<file path="src/include/lar_pkg.sv">
// Constants, register map and state codes of the reclose sequencer.
// What this block does
// - Removed function: pin inputs ignored, command outputs held low; the register bus still answers.
// - Active only while parameter, pin and interface sources are all on.
// - Start-up sets pin and interface sources on, even if interface was off.
// - Each source holds its own off state; only that source clears it.
// - At most eight reclose attempts per fault sequence, by cycle counter.
// - Cycles one to four have own settings; later cycles reuse the fourth.
// - With first-trip check on, breaker must be ready at first trip.
// - Per-cycle check: breaker ready checked at breaker-wait expiry; at dead-time end only with the extension bit.
// - Breaker-ready wait timer runs in dead time; expiry blocks if breaker is not ready.
// - Dead-time extension is capped by its limit; infinite means no cap.
// - Reclaim expiry resets the function; a re-trip starts the next cycle.
// - Fault in manual-close block time: no reclose, final three-pole trip.
// - Detection by pickup: the first pickup in dead time is an evolving fault.
// - Detection by trip: only a trip in dead time is an evolving fault.
// - Action block: no reclosure after an evolving fault.
// - Action three-pole: start separate three-pole dead time on the trip.
// - Open watch starts at trip; breaker still closed at expiry blocks.
// - Breaker open judged from auxiliary contact or trip going away.
// - Delayed remote close only when the far end uses adaptive dead time.
// - Trip type selects one- or three-pole dead time, or blocks reclosure.
package lar_pkg;
  localparam int unsigned CLK_HZ         = 40_000_000;
  localparam int unsigned TICK_US        = 1000;
  localparam int unsigned TICK_CYC       = CLK_HZ / 1_000_000 * TICK_US;
  localparam int unsigned TW             = 16;
  localparam logic [TW-1:0] T_INF        = 16'hffff;
  localparam logic [3:0]  MAX_CYC        = 4'h8;
  localparam int unsigned NSET           = 4;
  // Register byte offsets.
  localparam logic [7:0] A_CTRL     = 8'h00;
  localparam logic [7:0] A_STAT     = 8'h04;
  localparam logic [7:0] A_BRKWAIT  = 8'h08;
  localparam logic [7:0] A_DEADEXT  = 8'h0c;
  localparam logic [7:0] A_RECLAIM  = 8'h10;
  localparam logic [7:0] A_MCBLK    = 8'h14;
  localparam logic [7:0] A_OPENWT   = 8'h18;
  localparam logic [7:0] A_REMDLY   = 8'h1c;
  localparam logic [7:0] A_DEAD3EV  = 8'h20;
  localparam logic [7:0] A_CYC0     = 8'h40;
  // Control register bits.
  localparam int unsigned C_PARAM_ON  = 0;
  localparam int unsigned C_SI_OFF    = 1;
  localparam int unsigned C_SI_ON     = 2;
  localparam int unsigned C_CHK1      = 3;
  localparam int unsigned C_EV_TRIP   = 4;
  localparam int unsigned C_EV_3P     = 5;
  localparam int unsigned C_REM_ADAPT = 6;
  localparam int unsigned C_NCYC_LSB  = 8;
  localparam int unsigned C_NCYC_W    = 4;
  localparam logic [31:0] CTRL_RST    = 32'h0000_0101;
  // Per-cycle register: [15:0] 1p dead, [31:16] 3p dead, 0 = not allowed.
  localparam logic [31:0] CYC_RST     = 32'h0064_0032;
  localparam logic [31:0] T_RST       = 32'h0000_0064;
  typedef enum logic [2:0] {
    ST_IDLE  = 3'b000,
    ST_OPENW = 3'b001,
    ST_DEAD  = 3'b010,
    ST_EXT   = 3'b011,
    ST_CLOSE = 3'b100,
    ST_RECL  = 3'b101,
    ST_LOCK  = 3'b110
  } lar_state_e;
endpackage : lar_pkg

</file>
<file path="src/include/lar_tmr_if.sv">
// Interface that carries the common tick and one timer's controls.
`timescale 1ns/1ps
`default_nettype none
interface lar_tmr_if;
  logic                  tick;
  logic                  start;
  logic                  stop;
  logic [lar_pkg::TW-1:0] load;
  logic                  expired;
  logic                  running;
  modport ctl (output tick, output start, output stop, output load,
               input expired, input running);
  modport tmr (input tick, input start, input stop, input load,
               output expired, output running);
endinterface : lar_tmr_if
`default_nettype wire

</file>
<file path="src/design/lar_timer.sv">
// Tick-driven down counter used for every supervision timer.
`timescale 1ns/1ps
`default_nettype none
module lar_timer (
  // Clock and reset
  input  wire logic  clk_i,
  input  wire logic  rst_b_i,
  // Timer controls
  lar_tmr_if.tmr     t
);
  logic [lar_pkg::TW-1:0] cnt_ff, nxt_cnt;
  logic                   run_ff, nxt_run;
  logic                   exp_ff, nxt_exp;

  always_comb begin
    nxt_cnt = cnt_ff;
    nxt_run = run_ff;
    nxt_exp = 1'b0;
    if (t.stop) begin
      nxt_run = 1'b0;
    end else if (t.start) begin
      nxt_cnt = t.load;
      nxt_run = (t.load != '0);
      nxt_exp = (t.load == '0);
    end else if (run_ff && t.tick) begin
      if (cnt_ff <= lar_pkg::TW'(1)) begin
        nxt_cnt = '0;
        nxt_run = 1'b0;
        nxt_exp = 1'b1;
      end else begin
        nxt_cnt = cnt_ff - lar_pkg::TW'(1);
      end
    end
  end

  always_ff @(posedge clk_i or negedge rst_b_i) begin
    if (!rst_b_i) begin
      cnt_ff <= '0;
      run_ff <= 1'b0;
      exp_ff <= 1'b0;
    end else begin
      cnt_ff <= nxt_cnt;
      run_ff <= nxt_run;
      exp_ff <= nxt_exp;
    end
  end

  assign t.expired = exp_ff;
  assign t.running = run_ff;
endmodule : lar_timer
`default_nettype wire

</file>
<file path="src/design/lar_top.sv">
// Auto-reclose sequencer top with AXI4-Lite registers and supervision timers.
`timescale 1ns/1ps
`default_nettype none
module lar_top #(
  parameter bit PRESENT = 1'b1
) (
  // Clock and reset
  input  wire logic        CLOCK_I,
  input  wire logic        RST_B_I,
  // AXI4-Lite slave
  input  wire logic [7:0]  AWADDR_I,
  input  wire logic        AWVALID_I,
  output logic             AWREADY_O,
  input  wire logic [31:0] WDATA_I,
  input  wire logic [3:0]  WSTRB_I,
  input  wire logic        WVALID_I,
  output logic             WREADY_O,
  output logic [1:0]       BRESP_O,
  output logic             BVALID_O,
  input  wire logic        BREADY_I,
  input  wire logic [7:0]  ARADDR_I,
  input  wire logic        ARVALID_I,
  output logic             ARREADY_O,
  output logic [31:0]      RDATA_O,
  output logic [1:0]       RRESP_O,
  output logic             RVALID_O,
  input  wire logic        RREADY_I,
  // Protection and breaker pins
  input  wire logic        BI_ON_I,
  input  wire logic        BI_OFF_I,
  input  wire logic        PICKUP_I,
  input  wire logic        TRIP_1P_I,
  input  wire logic        TRIP_3P_I,
  input  wire logic        BRK_READY_I,
  input  wire logic        BRK_OPEN_I,
  input  wire logic        MAN_CLOSE_I,
  // Commands
  output logic             CLOSE_CMD_O,
  output logic             REMOTE_CLOSE_O,
  output logic             FINAL_TRIP_3P_O,
  output logic             RECL_ACTIVE_O
);
  localparam int unsigned NT = 7;
  localparam int unsigned NI = 8;
  localparam int unsigned TK_W = $clog2(lar_pkg::TICK_CYC);

  // Pin synchronisers: stage one feeds only stage two.
  logic [NI-1:0] s1_ff, s2_ff, prev_ff;
  always_ff @(posedge CLOCK_I or negedge RST_B_I) begin
    if (!RST_B_I) begin
      s1_ff   <= '0;
      s2_ff   <= '0;
      prev_ff <= '0;
    end else begin
      s1_ff   <= {BI_ON_I, BI_OFF_I, PICKUP_I, TRIP_1P_I, TRIP_3P_I,
                  BRK_READY_I, BRK_OPEN_I, MAN_CLOSE_I};
      s2_ff   <= s1_ff;
      prev_ff <= s2_ff;
    end
  end
  logic bi_on, bi_off, pick, t1p, t3p, brdy, bopen, mclose, trip, trip_rise;
  logic mclose_rise;
  // Removed function ignores all its pin inputs.
  assign {bi_on, bi_off, pick, t1p, t3p, brdy, bopen, mclose} =
         PRESENT ? s2_ff : '0;
  assign trip        = t1p | t3p;
  assign trip_rise   = trip & ~(prev_ff[4] | prev_ff[3]);
  assign mclose_rise = mclose & ~prev_ff[0];

  // Registers.
  logic [31:0] ctrl_ff, nxt_ctrl;
  logic [31:0] tset_ff [NT], nxt_tset [NT];
  logic [31:0] cyc_ff [lar_pkg::NSET], nxt_cyc [lar_pkg::NSET];
  logic        bi_off_ff, nxt_bi_off, si_off_ff, nxt_si_off;
  logic        si_mem_ff, nxt_si_mem;

  // AXI4-Lite handshake state.
  logic       aw_ff, nxt_aw, w_ff, nxt_w, bv_ff, nxt_bv, ar_ff, nxt_ar;
  logic       rv_ff, nxt_rv;
  logic [7:0] awa_ff, nxt_awa;
  logic [31:0] wd_ff, nxt_wd, rd_ff, nxt_rd;
  logic [3:0] ws_ff, nxt_ws;
  logic [1:0] br_ff, nxt_br, rr_ff, nxt_rr;
  logic       wr_go;
  logic [2:0] w_idx;

  function automatic logic [31:0] merge(input logic [31:0] o,
                                        input logic [31:0] d,
                                        input logic [3:0] s);
    logic [31:0] r;
    r = o;
    for (int b = 0; b < 4; b++) begin
      if (s[b]) r[b*8 +: 8] = d[b*8 +: 8];
    end
    return r;
  endfunction : merge

  // Sequencer state.
  lar_pkg::lar_state_e st_ff, nxt_st;
  logic [3:0] cyc_cnt_ff, nxt_cyc_cnt;
  logic       evo_ff, nxt_evo, three_ff, nxt_three, block_ff, nxt_block;
  logic       close_ff, nxt_close, rem_ff, nxt_rem, ftrip_ff, nxt_ftrip;
  logic       act_ff, nxt_act;
  logic [TK_W-1:0] tk_ff, nxt_tk;
  logic       tick_ff, nxt_tick;
  logic       active;

  always_comb begin
    nxt_aw = aw_ff; nxt_w = w_ff; nxt_awa = awa_ff; nxt_wd = wd_ff;
    nxt_ws = ws_ff; nxt_bv = bv_ff; nxt_br = br_ff;
    nxt_ar = ar_ff; nxt_rv = rv_ff; nxt_rd = rd_ff; nxt_rr = rr_ff;
    if (AWVALID_I && !aw_ff && !bv_ff) begin
      nxt_aw = 1'b1; nxt_awa = AWADDR_I;
    end
    if (WVALID_I && !w_ff && !bv_ff) begin
      nxt_w = 1'b1; nxt_wd = WDATA_I; nxt_ws = WSTRB_I;
    end
    if (wr_go) begin
      nxt_aw = 1'b0; nxt_w = 1'b0; nxt_bv = 1'b1;
      nxt_br = (awa_ff[1:0] == 2'h0 && awa_ff < 8'h50 &&
                !(awa_ff > lar_pkg::A_DEAD3EV && awa_ff < lar_pkg::A_CYC0))
               ? 2'h0 : 2'h2;
    end
    if (bv_ff && BREADY_I) nxt_bv = 1'b0;
    if (ARVALID_I && !ar_ff && !rv_ff) begin
      nxt_ar = 1'b1;
      nxt_rv = 1'b1;
      nxt_rr = 2'h0;
      nxt_rd = 32'h0;
      unique case (ARADDR_I)
        lar_pkg::A_CTRL: nxt_rd = ctrl_ff;
        lar_pkg::A_STAT: nxt_rd = {20'h0, cyc_cnt_ff, 1'b0, st_ff,
                                   si_off_ff, bi_off_ff, block_ff, active};
        lar_pkg::A_BRKWAIT, lar_pkg::A_DEADEXT, lar_pkg::A_RECLAIM,
        lar_pkg::A_MCBLK, lar_pkg::A_OPENWT, lar_pkg::A_REMDLY,
        lar_pkg::A_DEAD3EV: nxt_rd = tset_ff[ARADDR_I[4:2] - 3'h2];
        8'h40, 8'h44, 8'h48, 8'h4c: nxt_rd = cyc_ff[ARADDR_I[3:2]];
        default: nxt_rr = 2'h2;
      endcase
    end else begin
      nxt_ar = 1'b0;
    end
    if (rv_ff && RREADY_I) nxt_rv = 1'b0;
  end
  assign wr_go = aw_ff && w_ff && !bv_ff;
  assign w_idx = awa_ff[4:2] - 3'h2;

  always_comb begin
    nxt_ctrl = ctrl_ff;
    nxt_tset = tset_ff;
    nxt_cyc  = cyc_ff;
    nxt_si_off = si_off_ff;
    nxt_si_mem = si_mem_ff;
    nxt_bi_off = bi_off_ff;
    if (wr_go) begin
      if (awa_ff == lar_pkg::A_CTRL) begin
        nxt_ctrl = merge(ctrl_ff, wd_ff, ws_ff);
        nxt_ctrl[lar_pkg::C_SI_OFF] = 1'b0;
        nxt_ctrl[lar_pkg::C_SI_ON]  = 1'b0;
        // Interface off/on commands touch only the interface source.
        if (ws_ff[0] && wd_ff[lar_pkg::C_SI_OFF]) begin
          nxt_si_off = 1'b1; nxt_si_mem = 1'b1;
        end else if (ws_ff[0] && wd_ff[lar_pkg::C_SI_ON]) begin
          nxt_si_off = 1'b0; nxt_si_mem = 1'b0;
        end
      end else if (awa_ff >= lar_pkg::A_BRKWAIT &&
                   awa_ff <= lar_pkg::A_DEAD3EV) begin
        nxt_tset[w_idx] = merge(tset_ff[w_idx], wd_ff, ws_ff);
      end else if (awa_ff >= lar_pkg::A_CYC0 && awa_ff[7:4] == 4'h4) begin
        nxt_cyc[awa_ff[3:2]] = merge(cyc_ff[awa_ff[3:2]], wd_ff, ws_ff);
      end
    end
    // The binary-input source is switched only by its own pins.
    if (bi_off)      nxt_bi_off = 1'b1;
    else if (bi_on)  nxt_bi_off = 1'b0;
  end

  assign active = PRESENT && ctrl_ff[lar_pkg::C_PARAM_ON] &&
                  !bi_off_ff && !si_off_ff;

  // Timers: 0 open watch, 1 dead, 2 breaker wait, 3 extension,
  // 4 reclaim, 5 manual block, 6 remote delay.
  lar_tmr_if ti [NT] ();
  logic [NT-1:0] t_start, t_exp, t_run;
  logic [lar_pkg::TW-1:0] t_load [NT];
  for (genvar g = 0; g < NT; g++) begin : g_tmr
    assign ti[g].tick  = tick_ff;
    assign ti[g].start = t_start[g];
    assign ti[g].stop  = !active;
    assign ti[g].load  = t_load[g];
    assign t_exp[g]    = ti[g].expired;
    assign t_run[g]    = ti[g].running;
    lar_timer u_tmr (.clk_i(CLOCK_I), .rst_b_i(RST_B_I), .t(ti[g]));
  end

  logic [1:0]  sel;
  logic [15:0] d1, d3;
  assign sel = (cyc_cnt_ff >= 4'h4) ? 2'h3 : 2'(cyc_cnt_ff);
  assign d1  = cyc_ff[sel][15:0];
  assign d3  = cyc_ff[sel][31:16];

  always_comb begin
    nxt_st = st_ff; nxt_cyc_cnt = cyc_cnt_ff; nxt_evo = evo_ff;
    nxt_three = three_ff; nxt_block = block_ff; nxt_close = 1'b0;
    nxt_rem = rem_ff; nxt_ftrip = ftrip_ff; nxt_act = active;
    nxt_tick = 1'b0;
    nxt_tk = tk_ff + TK_W'(1);
    if (tk_ff == TK_W'(lar_pkg::TICK_CYC - 1)) begin
      nxt_tk = '0; nxt_tick = 1'b1;
    end
    t_start = '0;
    t_load[0] = lar_pkg::TW'(tset_ff[4]);
    t_load[1] = t3p || three_ff ? d3 : d1;
    t_load[2] = lar_pkg::TW'(tset_ff[0]);
    t_load[3] = lar_pkg::TW'(tset_ff[1]);
    t_load[4] = lar_pkg::TW'(tset_ff[2]);
    t_load[5] = lar_pkg::TW'(tset_ff[3]);
    t_load[6] = lar_pkg::TW'(tset_ff[5]);
    if (evo_ff && ctrl_ff[lar_pkg::C_EV_3P]) begin
      t_load[1] = lar_pkg::TW'(tset_ff[6]);
    end
    if (mclose_rise) t_start[5] = 1'b1;
    if (t_exp[6] && rem_ff) nxt_rem = 1'b0;
    if (!active) begin
      nxt_st = lar_pkg::ST_IDLE; nxt_cyc_cnt = '0; nxt_evo = 1'b0;
      nxt_three = 1'b0; nxt_ftrip = 1'b0; nxt_rem = 1'b0;
    end else begin
      unique case (st_ff)
        lar_pkg::ST_IDLE, lar_pkg::ST_RECL: begin
          if (st_ff == lar_pkg::ST_RECL && t_exp[4]) begin
            nxt_st = lar_pkg::ST_IDLE; nxt_cyc_cnt = '0;
            nxt_block = 1'b0;
          end
          if (trip_rise) begin
            nxt_three = t3p;
            t_start[0] = 1'b1;
            if ((pick || trip) && t_run[5]) begin
              nxt_st = lar_pkg::ST_LOCK; nxt_ftrip = 1'b1;
            end else if (st_ff == lar_pkg::ST_IDLE &&
                         ctrl_ff[lar_pkg::C_CHK1] && !brdy) begin
              nxt_st = lar_pkg::ST_LOCK;
            end else if (cyc_cnt_ff >= lar_pkg::MAX_CYC ||
                         cyc_cnt_ff >= ctrl_ff[lar_pkg::C_NCYC_LSB +:
                                               lar_pkg::C_NCYC_W]) begin
              nxt_st = lar_pkg::ST_LOCK;
            end else if ((t3p ? d3 : d1) == 16'h0) begin
              nxt_st = lar_pkg::ST_LOCK;
            end else begin
              nxt_st = lar_pkg::ST_OPENW;
            end
          end
        end
        lar_pkg::ST_OPENW: begin
          if (t3p) nxt_three = 1'b1;
          if (bopen || !trip) begin
            nxt_st = lar_pkg::ST_DEAD;
            t_start[1] = 1'b1;
            t_start[2] = 1'b1;
          end else if (t_exp[0]) begin
            nxt_st = lar_pkg::ST_LOCK; nxt_block = 1'b1;
          end
        end
        lar_pkg::ST_DEAD, lar_pkg::ST_EXT: begin
          if ((ctrl_ff[lar_pkg::C_EV_TRIP] ? trip_rise : pick) && !evo_ff) begin
            nxt_evo = 1'b1;
            if (!ctrl_ff[lar_pkg::C_EV_3P]) begin
              nxt_st = lar_pkg::ST_LOCK;
            end else begin
              nxt_st = lar_pkg::ST_OPENW; nxt_three = 1'b1;
              t_start[0] = 1'b1;
            end
          end else if (t_exp[2] && !brdy) begin
            nxt_st = lar_pkg::ST_LOCK; nxt_block = 1'b1;
          end else if (st_ff == lar_pkg::ST_DEAD && t_exp[1]) begin
            if (!brdy && tset_ff[0][31]) begin
              nxt_st = lar_pkg::ST_EXT;
              if (t_load[3] != lar_pkg::T_INF) t_start[3] = 1'b1;
            end else nxt_st = lar_pkg::ST_CLOSE;
          end else if (st_ff == lar_pkg::ST_EXT) begin
            if (brdy) nxt_st = lar_pkg::ST_CLOSE;
            else if (t_exp[3]) begin
              nxt_st = lar_pkg::ST_LOCK; nxt_block = 1'b1;
            end
          end
        end
        lar_pkg::ST_CLOSE: begin
          nxt_close = 1'b1;
          nxt_cyc_cnt = cyc_cnt_ff + 4'h1;
          nxt_evo = 1'b0;
          nxt_st = lar_pkg::ST_RECL;
          t_start[4] = 1'b1;
          // Manual-close blocking is not restarted by an automatic close,
          // so a re-trip in the reclaim time still starts the next cycle.
          if (ctrl_ff[lar_pkg::C_REM_ADAPT]) begin
            nxt_rem = 1'b0; t_start[6] = 1'b1;
          end
        end
        lar_pkg::ST_LOCK: begin
          if (!trip && !pick) begin
            nxt_st = lar_pkg::ST_IDLE; nxt_cyc_cnt = '0; nxt_ftrip = 1'b0;
          end
        end
        default: nxt_st = lar_pkg::ST_LOCK;
      endcase
    end
    if (t_exp[6] && ctrl_ff[lar_pkg::C_REM_ADAPT]) nxt_rem = 1'b1;
    if (rem_ff && !t_exp[6]) nxt_rem = 1'b0;
  end

  always_ff @(posedge CLOCK_I or negedge RST_B_I) begin
    if (!RST_B_I) begin
      aw_ff <= 1'b0; w_ff <= 1'b0; bv_ff <= 1'b0; ar_ff <= 1'b0;
      rv_ff <= 1'b0; awa_ff <= '0; wd_ff <= '0; ws_ff <= '0;
      rd_ff <= '0; br_ff <= '0; rr_ff <= '0;
      ctrl_ff <= lar_pkg::CTRL_RST;
      tset_ff <= '{default: lar_pkg::T_RST};
      cyc_ff  <= '{default: lar_pkg::CYC_RST};
      bi_off_ff <= 1'b0;
      si_off_ff <= 1'b0; si_mem_ff <= 1'b0;
      st_ff <= lar_pkg::ST_IDLE; cyc_cnt_ff <= '0; evo_ff <= 1'b0;
      three_ff <= 1'b0; block_ff <= 1'b0; close_ff <= 1'b0;
      rem_ff <= 1'b0; ftrip_ff <= 1'b0; act_ff <= 1'b0;
      tk_ff <= '0; tick_ff <= 1'b0;
    end else begin
      aw_ff <= nxt_aw; w_ff <= nxt_w; bv_ff <= nxt_bv; ar_ff <= nxt_ar;
      rv_ff <= nxt_rv; awa_ff <= nxt_awa; wd_ff <= nxt_wd; ws_ff <= nxt_ws;
      rd_ff <= nxt_rd; br_ff <= nxt_br; rr_ff <= nxt_rr;
      ctrl_ff <= nxt_ctrl; tset_ff <= nxt_tset; cyc_ff <= nxt_cyc;
      bi_off_ff <= nxt_bi_off;
      si_off_ff <= nxt_si_off; si_mem_ff <= nxt_si_mem;
      st_ff <= nxt_st; cyc_cnt_ff <= nxt_cyc_cnt; evo_ff <= nxt_evo;
      three_ff <= nxt_three; block_ff <= nxt_block;
      close_ff <= nxt_close && PRESENT;
      rem_ff <= nxt_rem && PRESENT;
      ftrip_ff <= nxt_ftrip && PRESENT;
      act_ff <= nxt_act;
      tk_ff <= nxt_tk; tick_ff <= nxt_tick;
    end
  end

  assign AWREADY_O = aw_ff;
  assign WREADY_O  = w_ff;
  assign BVALID_O  = bv_ff;
  assign BRESP_O   = br_ff;
  assign ARREADY_O = ar_ff;
  assign RVALID_O  = rv_ff;
  assign RDATA_O   = rd_ff;
  assign RRESP_O   = rr_ff;
  assign CLOSE_CMD_O     = close_ff;
  assign REMOTE_CLOSE_O  = rem_ff;
  assign FINAL_TRIP_3P_O = ftrip_ff;
  assign RECL_ACTIVE_O   = act_ff;
endmodule : lar_top
`default_nettype wire

</file>
<file path="config.mk">
export PLATFORM = sky130hd
export DESIGN_NAME = lar_top
export DESIGN_NICKNAME = d
export VERILOG_FILES = /design/src/include/lar_pkg.sv /design/src/include/lar_tmr_if.sv /design/src/design/lar_timer.sv /design/src/design/lar_top.sv
export SDC_FILE = /design/constraint.sdc
export NUM_CORES = 2
export LEC_CHECK = 0
export ABC_CLOCK_PERIOD_IN_PS = 7900
export BUFFER_PORTS_ARGS = -buffer_cell sky130_fd_sc_hd__buf_2
export CAP_MARGIN = 10
export CORE_ASPECT_RATIO = 1.4
export CORE_UTILIZATION = 23
export DETAILED_ROUTE_END_ITERATION = 12
export PLACE_DENSITY_LB_ADDON = 0.05
export SYNTH_ARGS = -nofsm -noshare
export SYNTH_HDL_FRONTEND = slang
export SYNTH_HIERARCHICAL = 1
export SYNTH_SLANG_ARGS = --single-unit
</file>
<file path="constraint.sdc">
create_clock -name CLOCK_I -period 7.9 [get_ports CLOCK_I]
set_clock_uncertainty 0.2 [all_clocks]
set_input_delay 0.395 -clock CLOCK_I [delete_from_list [all_inputs] [get_ports CLOCK_I]]
set_output_delay 0.395 -clock CLOCK_I [all_outputs]
set_load 0.03 [all_outputs]
</file>
==> key figures <==
Outcome
  • Outcome: finished clean

Worst setup path
  • Critical path data arrival time: between 4 and 5 ns
  • Critical path startpoint category: flip-flop
  • Cell family with most CP delay: simple AND/OR/NAND/NOR gates
  • CP max-delay cell: and2_1
  • Crit. End Element: flip-flop
  • Bufs and invs on worst path: 4
  • Setup CP Type: flip-flop to flip-flop
  • Crit path cell chain: nor2_1, nand2_1, buf_4, inv_1, nand3_1, inv_1, buf_4, and2_1, a21oi_1, or2_1, nor2_1, nand3b_1, o311ai_1
  • Reg2Reg Depth: 13
  • Critical path peak fanout: 37
  • Critical Path RT: slightly above 8 ns
  • Crit path largest cell delay: ~0.71 ns
  • WP depth: 13

Routing
  • Average wire per standard cell: about 29 um
  • DR vias: ~28000
  • Total wire length: 157000 um
  • Vias/cell: about 5.2
  • Routed Antenna Nets: 0
  • Drt pass-1 iters: 6
  • Iter 0 DRT Violations: ~2100
  • DRC: 0

Floorplanning
  • # rows: between 150 and 200
  • Ports: between 100 and 150
  • Initial Util: a little under a quarter
  • Die Y: about 460 um
  • Chip width: between 300 and 400 um
  • Area of the die: around 150000 um^2
  • Core area: between 150000 and 200000 um^2

Synth
  • Synth warn: 6
  • Mean area per synthesized cell: between 10 and 15 um^2
  • Synthesized instance count: ~3300
  • Syn Std Cell Area: 35200 um^2

Clock tree
  • Clock Path Buffers: 3
  • CTS buffer count: between 80 and 90
  • Setup Buffers After CTS: 0
  • Clock Latency Late Sink: between 0.7 and 0.8 ns
  • CTS H-tree lvls: 3
  • CTS tree: built
  • Root buf cell: clkbuf_16
  • Clock sinks: around 640
  • Clock-pin slew on the worst setup and hold paths: about 0.060 ns

Timing
  • Max-slew headroom: roughly a quarter
  • Slew @ Worst Pin: ~1.1 ns
  • Tmin final: between 4 and 5 ns
  • Final period util: between 50% and 60%
  • Post-Route Setup TNS: 0 ns
  • Fin. Hold Viols: 0
  • Setup WS post-layout: roughly 3.6 ns
  • Setup violations, final: 0
  • Slew Limit Fails: 0
  • F_max: roughly 240 MHz
  • RSZ-0062 raised after global routing: no

Global route
  • Initial antenna violation count: 8
  • Vias in the first global route: between 20000 and 30000
  • First-pass GRT wire length: 227000 um
  • Pin count of the biggest net entering global routing: roughly 140
  • Gr ovfl total: 0
  • Gr usage total: between 20% and 30%

Placement
  • GP Congestion: 0.842
  • Dpl hpwl: ~110000 um
  • Placed Area: ~38000 um^2
  • DP Worst Slack: 3.68 ns
  • Port Buffers: approximately 110

Final layout
  • Fin nets: 3465
  • Cell area after layout: 41300 um^2
  • Most frequent cells in the layout: dfrtp_1 (591), nand2_1 (337), o21ai_0 (298), mux2_2 (263), nor2_1 (196)
  • Layout overhead on the synthesized area: 17.4%
  • Layout cells sized above 1: between 20 and 25%
  • Commonest non-fill, non-tap cell in the layout: dfrtp_1

Power
  • Maximum vdd drop: between 0.2 and 0.3 mV
  • Pwr Total: 13200 uW
  • Leakage power total: 0.0176 uW
  • Pwr Density: 320 nW/um^2

Flow run
  • Maximum Capacitance Violations: 0

Hold path
  • Worst hold-check path type: input pin to async pin
## where the power goes
part	internal [uW]	switching [uW]	leakage [uW]	total, uW
registers	4040	1330	0.00857	5360
logic	1590	2250	0.00761	3840
clock network	2390	1650	0.00139	4040
## repair_timing
action / CTS / global route
resized for setup: 0 / 0
hold endpoints to repair: 113 / 0
hold buffers: 58 / 0
## layout make-up
| cell class | instances | area [um^2] |
|---|---|---|
| timing repair buffer | 236 | 1710 |
| clock inverter | 41 | 538 |
| inverter | 49 | 185 |
| antenna | 5 | 12.5 |
| sequential | 642 | 16100 |
| multi-input combinational | 2363 | 18000 |
| tap | 1966 | 2460 |
| clock buffer | 110 | 2280 |
| fill | 15800 | 110000 |
## routing by layer
layer / global-route usage [%] / vias up / wire [um] / part of all wire [%]
met5: 0 / - / 0 / 0
met2: 35.6 / 721 / 79500 / 51
met4: 9.19 / 0 / 6830 / 4.4
li1: - / 12600 / - / -
met1: 24.9 / 14900 / 65500 / 42
met3: 2.12 / 187 / 5120 / 3.3
## flip-flops by register name, indices dropped and copies added, names as in the netlist, 3 cells and up
name / count
wd_ff: 32
t_load: 96
st_ff: 3
cyc_ff: 128
g_tmr.u_tmr/t.running: 7
awa_ff: 8
RDATA_O: 32
s2_ff: 8
tk_ff: 16
ctrl_ff: 30
g_tmr.u_tmr/cnt_ff: 112
prev_ff: 3
g_tmr.u_tmr/t.expired: 6
ws_ff: 4
s1_ff: 8
cyc_cnt_ff: 4
tset_ff: 128
## final timing paths
path,from,end,slack [ns]
setup / recovery,bi_off_ff$_DFFE_PN0P_,g_tmr[6].u_tmr/cnt_ff[12]$_DFFE_PN0P_,3.65
hold / removal,RST_B_I,tk_ff[3]$_DFF_PN0_,0.05
setup reg to reg,bi_off_ff$_DFFE_PN0P_,g_tmr[6].u_tmr/cnt_ff[12]$_DFFE_PN0P_,3.65
hold reg to reg,s1_ff[6]$_DFF_PN0_,s2_ff[6]$_DFF_PN0_,0.15
max in group asynchronous,RST_B_I,awa_ff[2]$_DFFE_PN0P_,5.35
min in group CLOCK_I,AWVALID_I,awa_ff[4]$_DFFE_PN0P_,0.05
## stage by stage
step,cells,hold WS (ns),util [%]
finish,5412,0.0472,27.3
CTS,5407,0.0126,27.3
global placement,5198,0.137,25.0
floorplan,3282,-0.101,-
detailed placement,5198,0.139,25.0
global route,5408,0.0630,27.3
Power figures use the tool's default switching activity.
